==> src/rtl/sbw_pkg.sv <==
// ==========================================
// register map and constants
package sbw_pkg;
	localparam int ADDR_W = 8;
	localparam logic [7:0] OFS_CTRL = 8'h00;
	localparam logic [7:0] OFS_LEFT_LO = 8'h04;
	localparam logic [7:0] OFS_LEFT_HI = 8'h08;
	localparam logic [7:0] OFS_RIGHT_LO = 8'h0C;
	localparam logic [7:0] OFS_RIGHT_HI = 8'h10;
	localparam logic [7:0] OFS_RES_LO = 8'h14;
	localparam logic [7:0] OFS_RES_HI = 8'h18;
	localparam logic [7:0] OFS_FLAGS = 8'h1C;
	localparam logic [7:0] OFS_IRQ_STATUS = 8'h20;
	localparam logic [7:0] OFS_IRQ_CLEAR = 8'h24;
	localparam logic [7:0] OFS_IRQ_ENABLE = 8'h28;

	// ==========================================
	// function codes, written as printed digits
	localparam logic [11:0] OP_SIGNED_SUB_BORROW_WORD = 12'h412;
	localparam logic [11:0] OP_SIGNED_SUB_BORROW_DWORD = 12'h413;
	localparam logic [11:0] OP_DECIMAL_SUB_WORD = 12'h414;
	localparam logic [11:0] OP_DECIMAL_SUB_DWORD = 12'h415;
	localparam logic [11:0] OP_CLEAR_BORROW = 12'h041;

	// ==========================================
	// flag register bit positions
	localparam int FLAG_W = 6;
	localparam int FB_ERROR = 0;
	localparam int FB_ZERO = 1;
	localparam int FB_BORROW = 2;
	localparam int FB_OVERFLOW = 3;
	localparam int FB_UNDERFLOW = 4;
	localparam int FB_NEGATIVE = 5;
	localparam logic [5:0] FLAGS_RESET = 6'h00;

	// ==========================================
	// interrupt status bit positions
	localparam int IRQ_W = 3;
	localparam int IB_DONE = 0;
	localparam int IB_ERROR = 1;
	localparam int IB_BAD_OP = 2;
	localparam logic [2:0] IRQ_RESET = 3'h0;

	// ==========================================
	// datapath sizes and bus codes
	localparam int WORD_W = 16;
	localparam int DIGITS = 8;
	localparam int DIGITS_WORD = 4;
	localparam logic [3:0] BCD_MAX = 4'h9;
	localparam logic [3:0] BCD_TEN = 4'hA;
	localparam logic [1:0] HTRANS_NONSEQ = 2'h2;
	localparam logic [2:0] HSIZE_WORD = 3'h2;

	typedef enum logic [1:0] {
		ST_IDLE = 2'b01,
		ST_RWAIT = 2'b10
	} sbw_bus_st_e;
endpackage

==> src/rtl/sbw_alu.sv <==
// Implementation choices: the AHB-Lite register port and the address map.
`timescale 1ns/10ps
// Overview of operation
// [RL1] code 412: result word = left - right - borrow, 16 bits.
// [RL2] code 413: 32-bit left - right - borrow into the result pair.
// [RL3] negative difference stays two's complement and sets borrow.
// [RL4] zero flag set when full-width result is zero, else cleared.
// [RL5] borrow flag set on borrow out of the top bit, else cleared.
// [RL6] word: positive minus negative giving 8000..FFFF sets overflow.
// [RL7] dword: positive minus negative giving 80000000..FFFFFFFF sets overflow.
// [RL8] word: negative minus positive giving 0000..7FFF sets underflow.
// [RL9] dword: negative minus positive giving 00000000..7FFFFFFF sets underflow.
// [RL10] negative flag copies the top bit of the result at active width.
// [RL11] signed subtract with borrow always clears the error flag.
// [RL12] code 041 forces the borrow flag to zero.
// [RL13] word forms use one word per operand, dword forms two words.
// [RL14] codes 414 and 415: four and eight digit decimal subtract, no borrow in.
// [RL15] decimal forms raise error when any source digit is above nine.
// [RL16] decimal negative difference is ten's complement and sets borrow.
// [RL17] lower word of a pair holds the low 16 bits.
module sbw_alu (
	input wire logic MCLK,
	input wire logic RST,
	input wire logic HSEL,
	input wire logic [31:0] HADDR,
	input wire logic [1:0] HTRANS,
	input wire logic HWRITE,
	input wire logic [2:0] HSIZE,
	input wire logic [31:0] HWDATA,
	input wire logic HREADY,
	output logic [31:0] HRDATA,
	output logic HREADYOUT,
	output logic HRESP,
	output logic IRQ,
	output logic [5:0] FLAGS
);
	// ==========================================
	// bus state
	sbw_pkg::sbw_bus_st_e st_q;
	logic wr_pend_q;
	logic [7:0] addr_q;
	logic take;
	logic wr_take;
	logic rd_take;
	logic [31:0] rd_mux;

	// ==========================================
	// programmer visible state
	logic [11:0] opcode_q;
	logic [15:0] left_lo_q;
	logic [15:0] left_hi_q;
	logic [15:0] right_lo_q;
	logic [15:0] right_hi_q;
	logic [15:0] res_lo_q;
	logic [15:0] res_hi_q;
	logic [5:0] flags_q;
	logic [2:0] irq_stat_q;
	logic [2:0] irq_en_q;

	// ==========================================
	// write strobes, valid in the data phase
	logic wr_ctrl;
	logic wr_clear;
	logic exec_go;
	logic [2:0] irq_ev;
	logic [2:0] irq_clr;

	// ==========================================
	// datapath nets
	logic [16:0] sw_diff;
	logic [32:0] dw_diff;
	logic [31:0] left_dw;
	logic [31:0] right_dw;
	logic [7:0] dg_bin;
	logic [7:0] dg_bout;
	logic [7:0] dg_bad;
	logic [31:0] dg_res;
	logic bcd_bad_w;
	logic bcd_bad_d;
	logic known_op;

	// ==========================================
	// bus address phase
	always_comb begin
		take = HSEL & HREADY & (HTRANS == sbw_pkg::HTRANS_NONSEQ);
		wr_take = take & HWRITE & (HSIZE == sbw_pkg::HSIZE_WORD);
		rd_take = take & ~HWRITE;
	end

	always_ff @(posedge MCLK or posedge RST) begin
		if (RST) begin
			wr_pend_q <= 1'b0;
			addr_q <= 8'h00;
		end else begin
			wr_pend_q <= wr_take;
			if (take) begin
				addr_q <= HADDR[7:0];
			end
		end
	end

	// reads wait one cycle so a write just before is visible
	always_ff @(posedge MCLK or posedge RST) begin
		if (RST) begin
			st_q <= sbw_pkg::ST_IDLE;
			HREADYOUT <= 1'b1;
			HRDATA <= 32'h0000_0000;
		end else begin
			case (st_q)
				sbw_pkg::ST_IDLE: begin
					if (rd_take) begin
						st_q <= sbw_pkg::ST_RWAIT;
						HREADYOUT <= 1'b0;
					end
				end
				sbw_pkg::ST_RWAIT: begin
					st_q <= sbw_pkg::ST_IDLE;
					HREADYOUT <= 1'b1;
					HRDATA <= rd_mux;
				end
				default: begin
					st_q <= sbw_pkg::ST_IDLE;
					HREADYOUT <= 1'b1;
				end
			endcase
		end
	end

	always_ff @(posedge MCLK or posedge RST) begin
		if (RST) begin
			HRESP <= 1'b0;
		end else begin
			HRESP <= 1'b0;
		end
	end

	// ==========================================
	// read multiplexer, unmapped reads as zero
	always_comb begin
		case (addr_q)
			sbw_pkg::OFS_CTRL: rd_mux = {20'h00000, opcode_q};
			sbw_pkg::OFS_LEFT_LO: rd_mux = {16'h0000, left_lo_q};
			sbw_pkg::OFS_LEFT_HI: rd_mux = {16'h0000, left_hi_q};
			sbw_pkg::OFS_RIGHT_LO: rd_mux = {16'h0000, right_lo_q};
			sbw_pkg::OFS_RIGHT_HI: rd_mux = {16'h0000, right_hi_q};
			sbw_pkg::OFS_RES_LO: rd_mux = {16'h0000, res_lo_q};
			sbw_pkg::OFS_RES_HI: rd_mux = {16'h0000, res_hi_q};
			sbw_pkg::OFS_FLAGS: rd_mux = {26'h0000000, flags_q};
			sbw_pkg::OFS_IRQ_STATUS: rd_mux = {29'h00000000, irq_stat_q};
			sbw_pkg::OFS_IRQ_ENABLE: rd_mux = {29'h00000000, irq_en_q};
			default: rd_mux = 32'h0000_0000;
		endcase
	end

	// ==========================================
	// write decode
	always_comb begin
		wr_ctrl = wr_pend_q & (addr_q == sbw_pkg::OFS_CTRL);
		wr_clear = wr_pend_q & (addr_q == sbw_pkg::OFS_IRQ_CLEAR);
		known_op = (HWDATA[11:0] == sbw_pkg::OP_SIGNED_SUB_BORROW_WORD)
			| (HWDATA[11:0] == sbw_pkg::OP_SIGNED_SUB_BORROW_DWORD)
			| (HWDATA[11:0] == sbw_pkg::OP_DECIMAL_SUB_WORD)
			| (HWDATA[11:0] == sbw_pkg::OP_DECIMAL_SUB_DWORD)
			| (HWDATA[11:0] == sbw_pkg::OP_CLEAR_BORROW);
		exec_go = wr_ctrl & known_op;
	end

	always_ff @(posedge MCLK or posedge RST) begin
		if (RST) begin
			opcode_q <= 12'h000;
		end else if (wr_ctrl) begin
			opcode_q <= HWDATA[11:0];
		end
	end

	// [RL13] operand words
	always_ff @(posedge MCLK or posedge RST) begin
		if (RST) begin
			left_lo_q <= 16'h0000;
			left_hi_q <= 16'h0000;
			right_lo_q <= 16'h0000;
			right_hi_q <= 16'h0000;
		end else if (wr_pend_q) begin
			case (addr_q)
				sbw_pkg::OFS_LEFT_LO: left_lo_q <= HWDATA[15:0];
				sbw_pkg::OFS_LEFT_HI: left_hi_q <= HWDATA[15:0];
				sbw_pkg::OFS_RIGHT_LO: right_lo_q <= HWDATA[15:0];
				sbw_pkg::OFS_RIGHT_HI: right_hi_q <= HWDATA[15:0];
				default: begin
				end
			endcase
		end
	end

	// ==========================================
	// binary subtract with borrow
	always_comb begin
		// [RL17] low word holds low bits
		left_dw = {left_hi_q, left_lo_q};
		right_dw = {right_hi_q, right_lo_q};
		// [RL1] word difference
		sw_diff = {1'b0, left_lo_q} - {1'b0, right_lo_q}
			- {16'h0000, flags_q[sbw_pkg::FB_BORROW]};
		// [RL2] dword difference
		dw_diff = {1'b0, left_dw} - {1'b0, right_dw}
			- {32'h0000_0000, flags_q[sbw_pkg::FB_BORROW]};
	end

	// ==========================================
	// decimal subtract, no borrow in
	// [RL14] digit chain
	genvar gi;
	generate
		for (gi = 0; gi < sbw_pkg::DIGITS; gi++) begin : g_dig
			if (gi == 0) begin : g_first
				assign dg_bin[gi] = 1'b0;
			end else begin : g_next
				assign dg_bin[gi] = dg_bout[gi-1];
			end
			sbw_bcd_digit u_dig (
				.a(left_dw[4*gi+3:4*gi]),
				.b(right_dw[4*gi+3:4*gi]),
				.bin(dg_bin[gi]),
				.d(dg_res[4*gi+3:4*gi]),
				.bout(dg_bout[gi]),
				.bad(dg_bad[gi])
			);
		end
	endgenerate

	// [RL15] invalid digit check
	always_comb begin
		bcd_bad_w = |dg_bad[sbw_pkg::DIGITS_WORD-1:0];
		bcd_bad_d = |dg_bad;
	end

	// ==========================================
	// result and flag update
	always_ff @(posedge MCLK or posedge RST) begin
		if (RST) begin
			res_lo_q <= 16'h0000;
			res_hi_q <= 16'h0000;
			flags_q <= sbw_pkg::FLAGS_RESET;
		end else if (exec_go) begin
			case (HWDATA[11:0])
				sbw_pkg::OP_SIGNED_SUB_BORROW_WORD: begin
					// [RL3] two's complement kept
					res_lo_q <= sw_diff[15:0];
					// [RL11] error cleared
					flags_q[sbw_pkg::FB_ERROR] <= 1'b0;
					// [RL4] zero test
					flags_q[sbw_pkg::FB_ZERO] <= (sw_diff[15:0] == 16'h0000);
					// [RL5] borrow out
					flags_q[sbw_pkg::FB_BORROW] <= sw_diff[16];
					// [RL6] word overflow
					flags_q[sbw_pkg::FB_OVERFLOW] <= ~left_lo_q[15] & right_lo_q[15] & sw_diff[15];
					// [RL8] word underflow
					flags_q[sbw_pkg::FB_UNDERFLOW] <= left_lo_q[15] & ~right_lo_q[15] & ~sw_diff[15];
					// [RL10] sign copy
					flags_q[sbw_pkg::FB_NEGATIVE] <= sw_diff[15];
				end
				sbw_pkg::OP_SIGNED_SUB_BORROW_DWORD: begin
					// [RL3] two's complement pair
					res_lo_q <= dw_diff[15:0];
					res_hi_q <= dw_diff[31:16];
					// [RL11] error cleared
					flags_q[sbw_pkg::FB_ERROR] <= 1'b0;
					// [RL4] zero test
					flags_q[sbw_pkg::FB_ZERO] <= (dw_diff[31:0] == 32'h0000_0000);
					// [RL5] borrow out
					flags_q[sbw_pkg::FB_BORROW] <= dw_diff[32];
					// [RL7] dword overflow
					flags_q[sbw_pkg::FB_OVERFLOW] <= ~left_hi_q[15] & right_hi_q[15] & dw_diff[31];
					// [RL9] dword underflow
					flags_q[sbw_pkg::FB_UNDERFLOW] <= left_hi_q[15] & ~right_hi_q[15] & ~dw_diff[31];
					// [RL10] sign copy
					flags_q[sbw_pkg::FB_NEGATIVE] <= dw_diff[31];
				end
				sbw_pkg::OP_DECIMAL_SUB_WORD: begin
					// [RL15] error only, result kept
					flags_q[sbw_pkg::FB_ERROR] <= bcd_bad_w;
					if (!bcd_bad_w) begin
						// [RL16] ten's complement and borrow
						res_lo_q <= dg_res[15:0];
						flags_q[sbw_pkg::FB_ZERO] <= (dg_res[15:0] == 16'h0000);
						flags_q[sbw_pkg::FB_BORROW] <= dg_bout[sbw_pkg::DIGITS_WORD-1];
					end
				end
				sbw_pkg::OP_DECIMAL_SUB_DWORD: begin
					// [RL15] error only, result kept
					flags_q[sbw_pkg::FB_ERROR] <= bcd_bad_d;
					if (!bcd_bad_d) begin
						// [RL16] ten's complement and borrow
						res_lo_q <= dg_res[15:0];
						res_hi_q <= dg_res[31:16];
						flags_q[sbw_pkg::FB_ZERO] <= (dg_res == 32'h0000_0000);
						flags_q[sbw_pkg::FB_BORROW] <= dg_bout[sbw_pkg::DIGITS-1];
					end
				end
				sbw_pkg::OP_CLEAR_BORROW: begin
					// [RL12] clear borrow
					flags_q[sbw_pkg::FB_BORROW] <= 1'b0;
				end
				default: begin
				end
			endcase
		end
	end

	always_ff @(posedge MCLK or posedge RST) begin
		if (RST) begin
			FLAGS <= sbw_pkg::FLAGS_RESET;
		end else begin
			FLAGS <= flags_q;
		end
	end

	// ==========================================
	// interrupt events, set wins over clear
	always_comb begin
		irq_ev = sbw_pkg::IRQ_RESET;
		irq_ev[sbw_pkg::IB_DONE] = exec_go;
		irq_ev[sbw_pkg::IB_BAD_OP] = wr_ctrl & ~known_op;
		if (exec_go && (HWDATA[11:0] == sbw_pkg::OP_DECIMAL_SUB_WORD)) begin
			irq_ev[sbw_pkg::IB_ERROR] = bcd_bad_w;
		end
		if (exec_go && (HWDATA[11:0] == sbw_pkg::OP_DECIMAL_SUB_DWORD)) begin
			irq_ev[sbw_pkg::IB_ERROR] = bcd_bad_d;
		end
		irq_clr = wr_clear ? HWDATA[2:0] : sbw_pkg::IRQ_RESET;
	end

	always_ff @(posedge MCLK or posedge RST) begin
		if (RST) begin
			irq_stat_q <= sbw_pkg::IRQ_RESET;
		end else begin
			irq_stat_q <= (irq_stat_q & ~irq_clr) | irq_ev;
		end
	end

	always_ff @(posedge MCLK or posedge RST) begin
		if (RST) begin
			irq_en_q <= sbw_pkg::IRQ_RESET;
		end else if (wr_pend_q && (addr_q == sbw_pkg::OFS_IRQ_ENABLE)) begin
			irq_en_q <= HWDATA[2:0];
		end
	end

	always_ff @(posedge MCLK or posedge RST) begin
		if (RST) begin
			IRQ <= 1'b0;
		end else begin
			IRQ <= |(irq_stat_q & irq_en_q);
		end
	end
endmodule

==> src/rtl/sbw_bcd_digit.sv <==
`timescale 1ns/10ps
// ==========================================
// one decimal digit of a chained subtractor
module sbw_bcd_digit (
	input wire logic [3:0] a,
	input wire logic [3:0] b,
	input wire logic bin,
	output logic [3:0] d,
	output logic bout,
	output logic bad
);
	logic [4:0] raw;

	always_comb begin
		raw = {1'b0, a} - {1'b0, b} - {4'h0, bin};
		bout = raw[4];
		// a negative digit wraps by adding ten
		if (raw[4]) begin
			d = raw[3:0] + sbw_pkg::BCD_TEN;
		end else begin
			d = raw[3:0];
		end
		bad = (a > sbw_pkg::BCD_MAX) | (b > sbw_pkg::BCD_MAX);
	end
endmodule

==> config.mk <==
export PLATFORM = sky130hd
export DESIGN_NAME = sbw_alu
export DESIGN_NICKNAME = d
export VERILOG_FILES = /design/src/rtl/sbw_pkg.sv /design/src/rtl/sbw_alu.sv /design/src/rtl/sbw_bcd_digit.sv
export SDC_FILE = /design/constraint.sdc
export NUM_CORES = 1
export LEC_CHECK = 0
export BUFFER_PORTS_ARGS = -buffer_cell sky130_fd_sc_hd__buf_2
export CAP_MARGIN = 0
export CORE_MARGIN = 1
export CORE_UTILIZATION = 55
export DETAILED_ROUTE_END_ITERATION = 8
export MAX_ROUTING_LAYER = met4
export PLACE_DENSITY = 0.78
export RECOVER_POWER = 100
export SLEW_MARGIN = 5
export SYNTH_ARGS = -nofsm -noshare
export SYNTH_HDL_FRONTEND = slang
export SYNTH_SLANG_ARGS = --single-unit
export TNS_END_PERCENT = 30
==> constraint.sdc <==
create_clock -name MCLK -period 10.8 [get_ports MCLK]
set_input_delay 2.16 -clock MCLK [delete_from_list [all_inputs] [get_ports MCLK]]
set_output_delay 2.16 -clock MCLK [all_outputs]
set_load 0.01 [all_outputs]
==> impl_metrics.env <==
export IMPL_run_status="finished, violations left"
export IMPL_violated_checks="setup timing"
export IMPL_first_pass_grt_wire_length_um=52600
export IMPL_synth_xor_xnor_area_share_pct=6.24
export IMPL_area_growth_syn_to_layout_pct=13.9
export IMPL_p_leak_uw=0.00615
export IMPL_floorplan_die_area_sq_mm=0.0213
export IMPL_global_route_overflow_total=0
export IMPL_clock_sinks=154
export IMPL_synth_yosys_warnings=0
export IMPL_max_stage_delay_ns=0.56
export IMPL_finalHoldViolCount=0
export IMPL_synth_top_cell_area_share_pct=33.7
export IMPL_holdCritPathClass="reg2reg"
export IMPL_cts_made_buffers=17
export IMPL_crit_type="reg2reg"
export IMPL_max_cap_viol_count=0
export IMPL_fin_nets=1497
export IMPL_largest_net_degree_at_the_start_of_global_routing=97
export IMPL_max_freq_ghz=0.0896
export IMPL_root_driver="clkbuf_16"
export IMPL_syn_inst=1226
export IMPL_fillerInstances=1646
export IMPL_critPathCaptureType="flip-flop"
export IMPL_drt_wl_total_um=33600
export IMPL_cts_hold_buffers_added=0
export IMPL_drt_vias_per_instance=6.13
export IMPL_worst_r2r_path_depth=61
export IMPL_cts_htree_levels=4
export IMPL_synth_top_family_by_area="compound AO/OA/AOI/OAI gates"
export IMPL_tritoncts="built"
export IMPL_placed_area_sq_mm=0.0122
export IMPL_initial_core_util_pct=56.2
export IMPL_clk_pin_slew_ns=0.07
export IMPL_timing_final_crit_period_ns=11.16
export IMPL_yosys_most_used_dff="dfrtp_1"
export IMPL_critical_path_peak_fanout=2
export IMPL_yosys_register_bits=154
export IMPL_post_synth_main_area_contributors="dfrtp_1, ha_1, mux2_2, inv_1, o21ai_0"
export IMPL_required_ns=11.13
export IMPL_clock_skew_final_ns=0.0108
export IMPL_io_buffer_count=57
export IMPL_synth_compound_area_share_pct=15.5
export IMPL_ctsLongestPathBuffers=2
export IMPL_routedWlPerCell_um=21.1
export IMPL_remaining_drc_errors=0
export IMPL_critical_path_arrival_ns=11.49
export IMPL_netlist_top_cells_count="dfrtp_1, inv_1, ha_1"
export IMPL_worst_slew_pin_slew_ns=1.29
export IMPL_syn_avg_cell_area_sq_um=9.28
export IMPL_crit_reg2reg_capture="flags_q[1]$_DFFE_PP0P_"
export IMPL_vias_in_the_first_global_route=9662
export IMPL_number_of_enable_flip_flop_cells_after_synthesis=0
export IMPL_floorplan_die_width_um=146
export IMPL_timing_hold_worst_path_depth=0
export IMPL_vdd_ir_drop_max_mv=0.159
export IMPL_floorplan_die_height_um=146
export IMPL_layout_drive_gt1_share_pct=23.4
export IMPL_period_utilization_post_route_pct=103
export IMPL_finish_instance_area_sq_mm=0.0130
export IMPL_final_max_slew_viol_count=0
export IMPL_core_area_sq_mm=0.0202
export IMPL_synth_seq_area_share_pct=33.9
export IMPL_rsz0062_at_grt="true"
export IMPL_yosys_area_share_simple_pct=12.0
export IMPL_drt_pass1_iter_count=5
export IMPL_placer_congestion_estimate=0.986
export IMPL_detail_route_antenna_nets=0
export IMPL_r2r_path_start="left_lo_q[0]$_DFFE_PP0P_"
export IMPL_hold_path_endpoint="FLAGS[0]$_DFF_PP0_"
export IMPL_initial_antenna_violation_count=0
export IMPL_final_setup_worst_slack_ns=-0.356
export IMPL_synth_most_common_cell="dfrtp_1"
export IMPL_setup_reg_to_reg_worst_slack_ns=-0.36
export IMPL_floorplan_io_pins=115
export IMPL_synth_async_reset_ratio_pct=100
export IMPL_post_synthesis_cell_type_with_the_largest_combined_area="dfrtp_1"
export IMPL_clock_insertion_delay_worst_skew_ns=0.43
export IMPL_muxShareOfSynthArea_pct=11.4
export IMPL_synth_adder_area_share_pct=13.6
export IMPL_hp_start="flags_q[0]$_DFFE_PP0P_"
export IMPL_endpoints_failing_setup=1
export IMPL_power_density_mw_per_mm2=142
export IMPL_max_slew_margin_pct=13.5
export IMPL_post_dp_hpwl_um=25400
export IMPL_grtUsageTotal_pct=33.4
export IMPL_critical_path_slowest_cell="fa_1"
export IMPL_drt_iter0_drc=1010
export IMPL_std_cell_rows=52
export IMPL_critical_path_startpoint_type="flip-flop"
export IMPL_finalCoreUtilization_pct=64.0
export IMPL_antenna_diode_instance_count=0
export IMPL_synthDistinctLibCells=73
export IMPL_netlist_area_sq_mm=0.0114
export IMPL_crit_top_cell="fa_2"
export IMPL_route_vias_total=9754
-- worst max path at each step --
stage | start | end | slack (ns)
2_1_floorplan | left_lo_q[0]$_DFFE_PP0P_ | flags_q[1]$_DFFE_PP0P_ | -0.42
3_3_place_gp | left_lo_q[0]$_DFFE_PP0P_ | flags_q[1]$_DFFE_PP0P_ | -0.43
3_5_place_dp | left_lo_q[0]$_DFFE_PP0P_ | flags_q[1]$_DFFE_PP0P_ | -0.70
4_1_cts | left_lo_q[0]$_DFFE_PP0P_ | flags_q[1]$_DFFE_PP0P_ | -0.21
5_1_grt | left_lo_q[0]$_DFFE_PP0P_ | flags_q[1]$_DFFE_PP0P_ | -0.87
6_report | left_lo_q[0]$_DFFE_PP0P_ | flags_q[1]$_DFFE_PP0P_ | -0.36
-- final cells by class --
type	instances	area, sq um	share of cell area (%)
Multi-Input combinational cell	887	7010	54.1
Inverter	139	527	4.06
Clock inverter	13	108	0.830
Timing Repair Buffer	109	674	5.20
Sequential cell	154	3850	29.7
Tap cell	270	338	2.61
Clock buffer	19	443	3.42
-- kinds of logic after synthesis --
group                    count (synthesis)
AO/OA/AOI/OAI                          282
buffers and inverters                  201
multiplexers                           118
adder cells (fa/ha/maj)                115
AND/OR/NAND/NOR                        274
XOR/XNOR                                81
other                                    1
flip-flops                             154
-- routing by layer --
layer	track usage (%)	wire, um
met1	41.3	13000
met2	53.0	15900
met3	6.24	3110
met5	-	0
met4	15.3	1670
-- through the flow --
step           setup slack (ns)  total power [uW]  std cells  TNS [ns]  hold slack, ns
2_1_floorplan            -0.419              1070       1242    -0.419           0.369
3_3_place_gp             -0.430              1220       1553    -0.430           0.411
3_5_place_dp             -0.700              1240       1553    -0.700           0.419
4_1_cts                  -0.207              1820       1591    -0.207           0.432
5_1_grt                  -0.872              1920       1591     -1.47           0.434
6_report                 -0.356              1840       1591    -0.356           0.430
-- worst max-delay path: cells and delay by family (launching register included) --
family	cells	cell delay [ns]
AO/OA/AOI/OAI	14	2.12
buffers and inverters	9	0.55
XOR/XNOR	10	1.26
adder cells (fa/ha/maj)	16	4.56
flip-flops	1	0.39
AND/OR/NAND/NOR	12	2.17
-- flip-flops by register name (all words and copies together), names as in the netlist --
signal      cells
right_hi_q     16
FLAGS           6
left_lo_q      16
addr_q          8
res_lo_q       16
wr_pend_q       1
irq_en_q        3
right_lo_q     16
opcode_q       12
irq_stat_q      3
IRQ             1
HRDATA         16
flags_q         6
st_q            2
left_hi_q      16
res_hi_q       16
-- timing repair --
action                     CTS  global route
setup buffers                6             0
pin swaps                   18             7
resized for setup           22            11
cloned                       0             0
setup endpoints to repair    2             5
-- cell usage in the layout, fill, tap and decap left out, drive strengths merged, types with 17 or more instances in the layout --
cell type / count
dfrtp: 153
inv: 145
buf: 108
ha: 101
o21ai: 98
mux2: 96
nand2: 92
a21oi: 85
nor2: 67
xnor2: 48
xor2: 33
mux2i: 22
a21o: 21
clkbuf: 20
nor3: 18
conb: 17
-- where the power goes --
group	internal, uW	total [uW]	leakage, uW	switching [uW]
combinational	279	650	0.00396	371
clock	306	560	0.000271	254
sequential	598	628	0.00192	29.4
total	1180	1840	0.00615	655
Note: power is estimated with default switching activity, not from simulation.
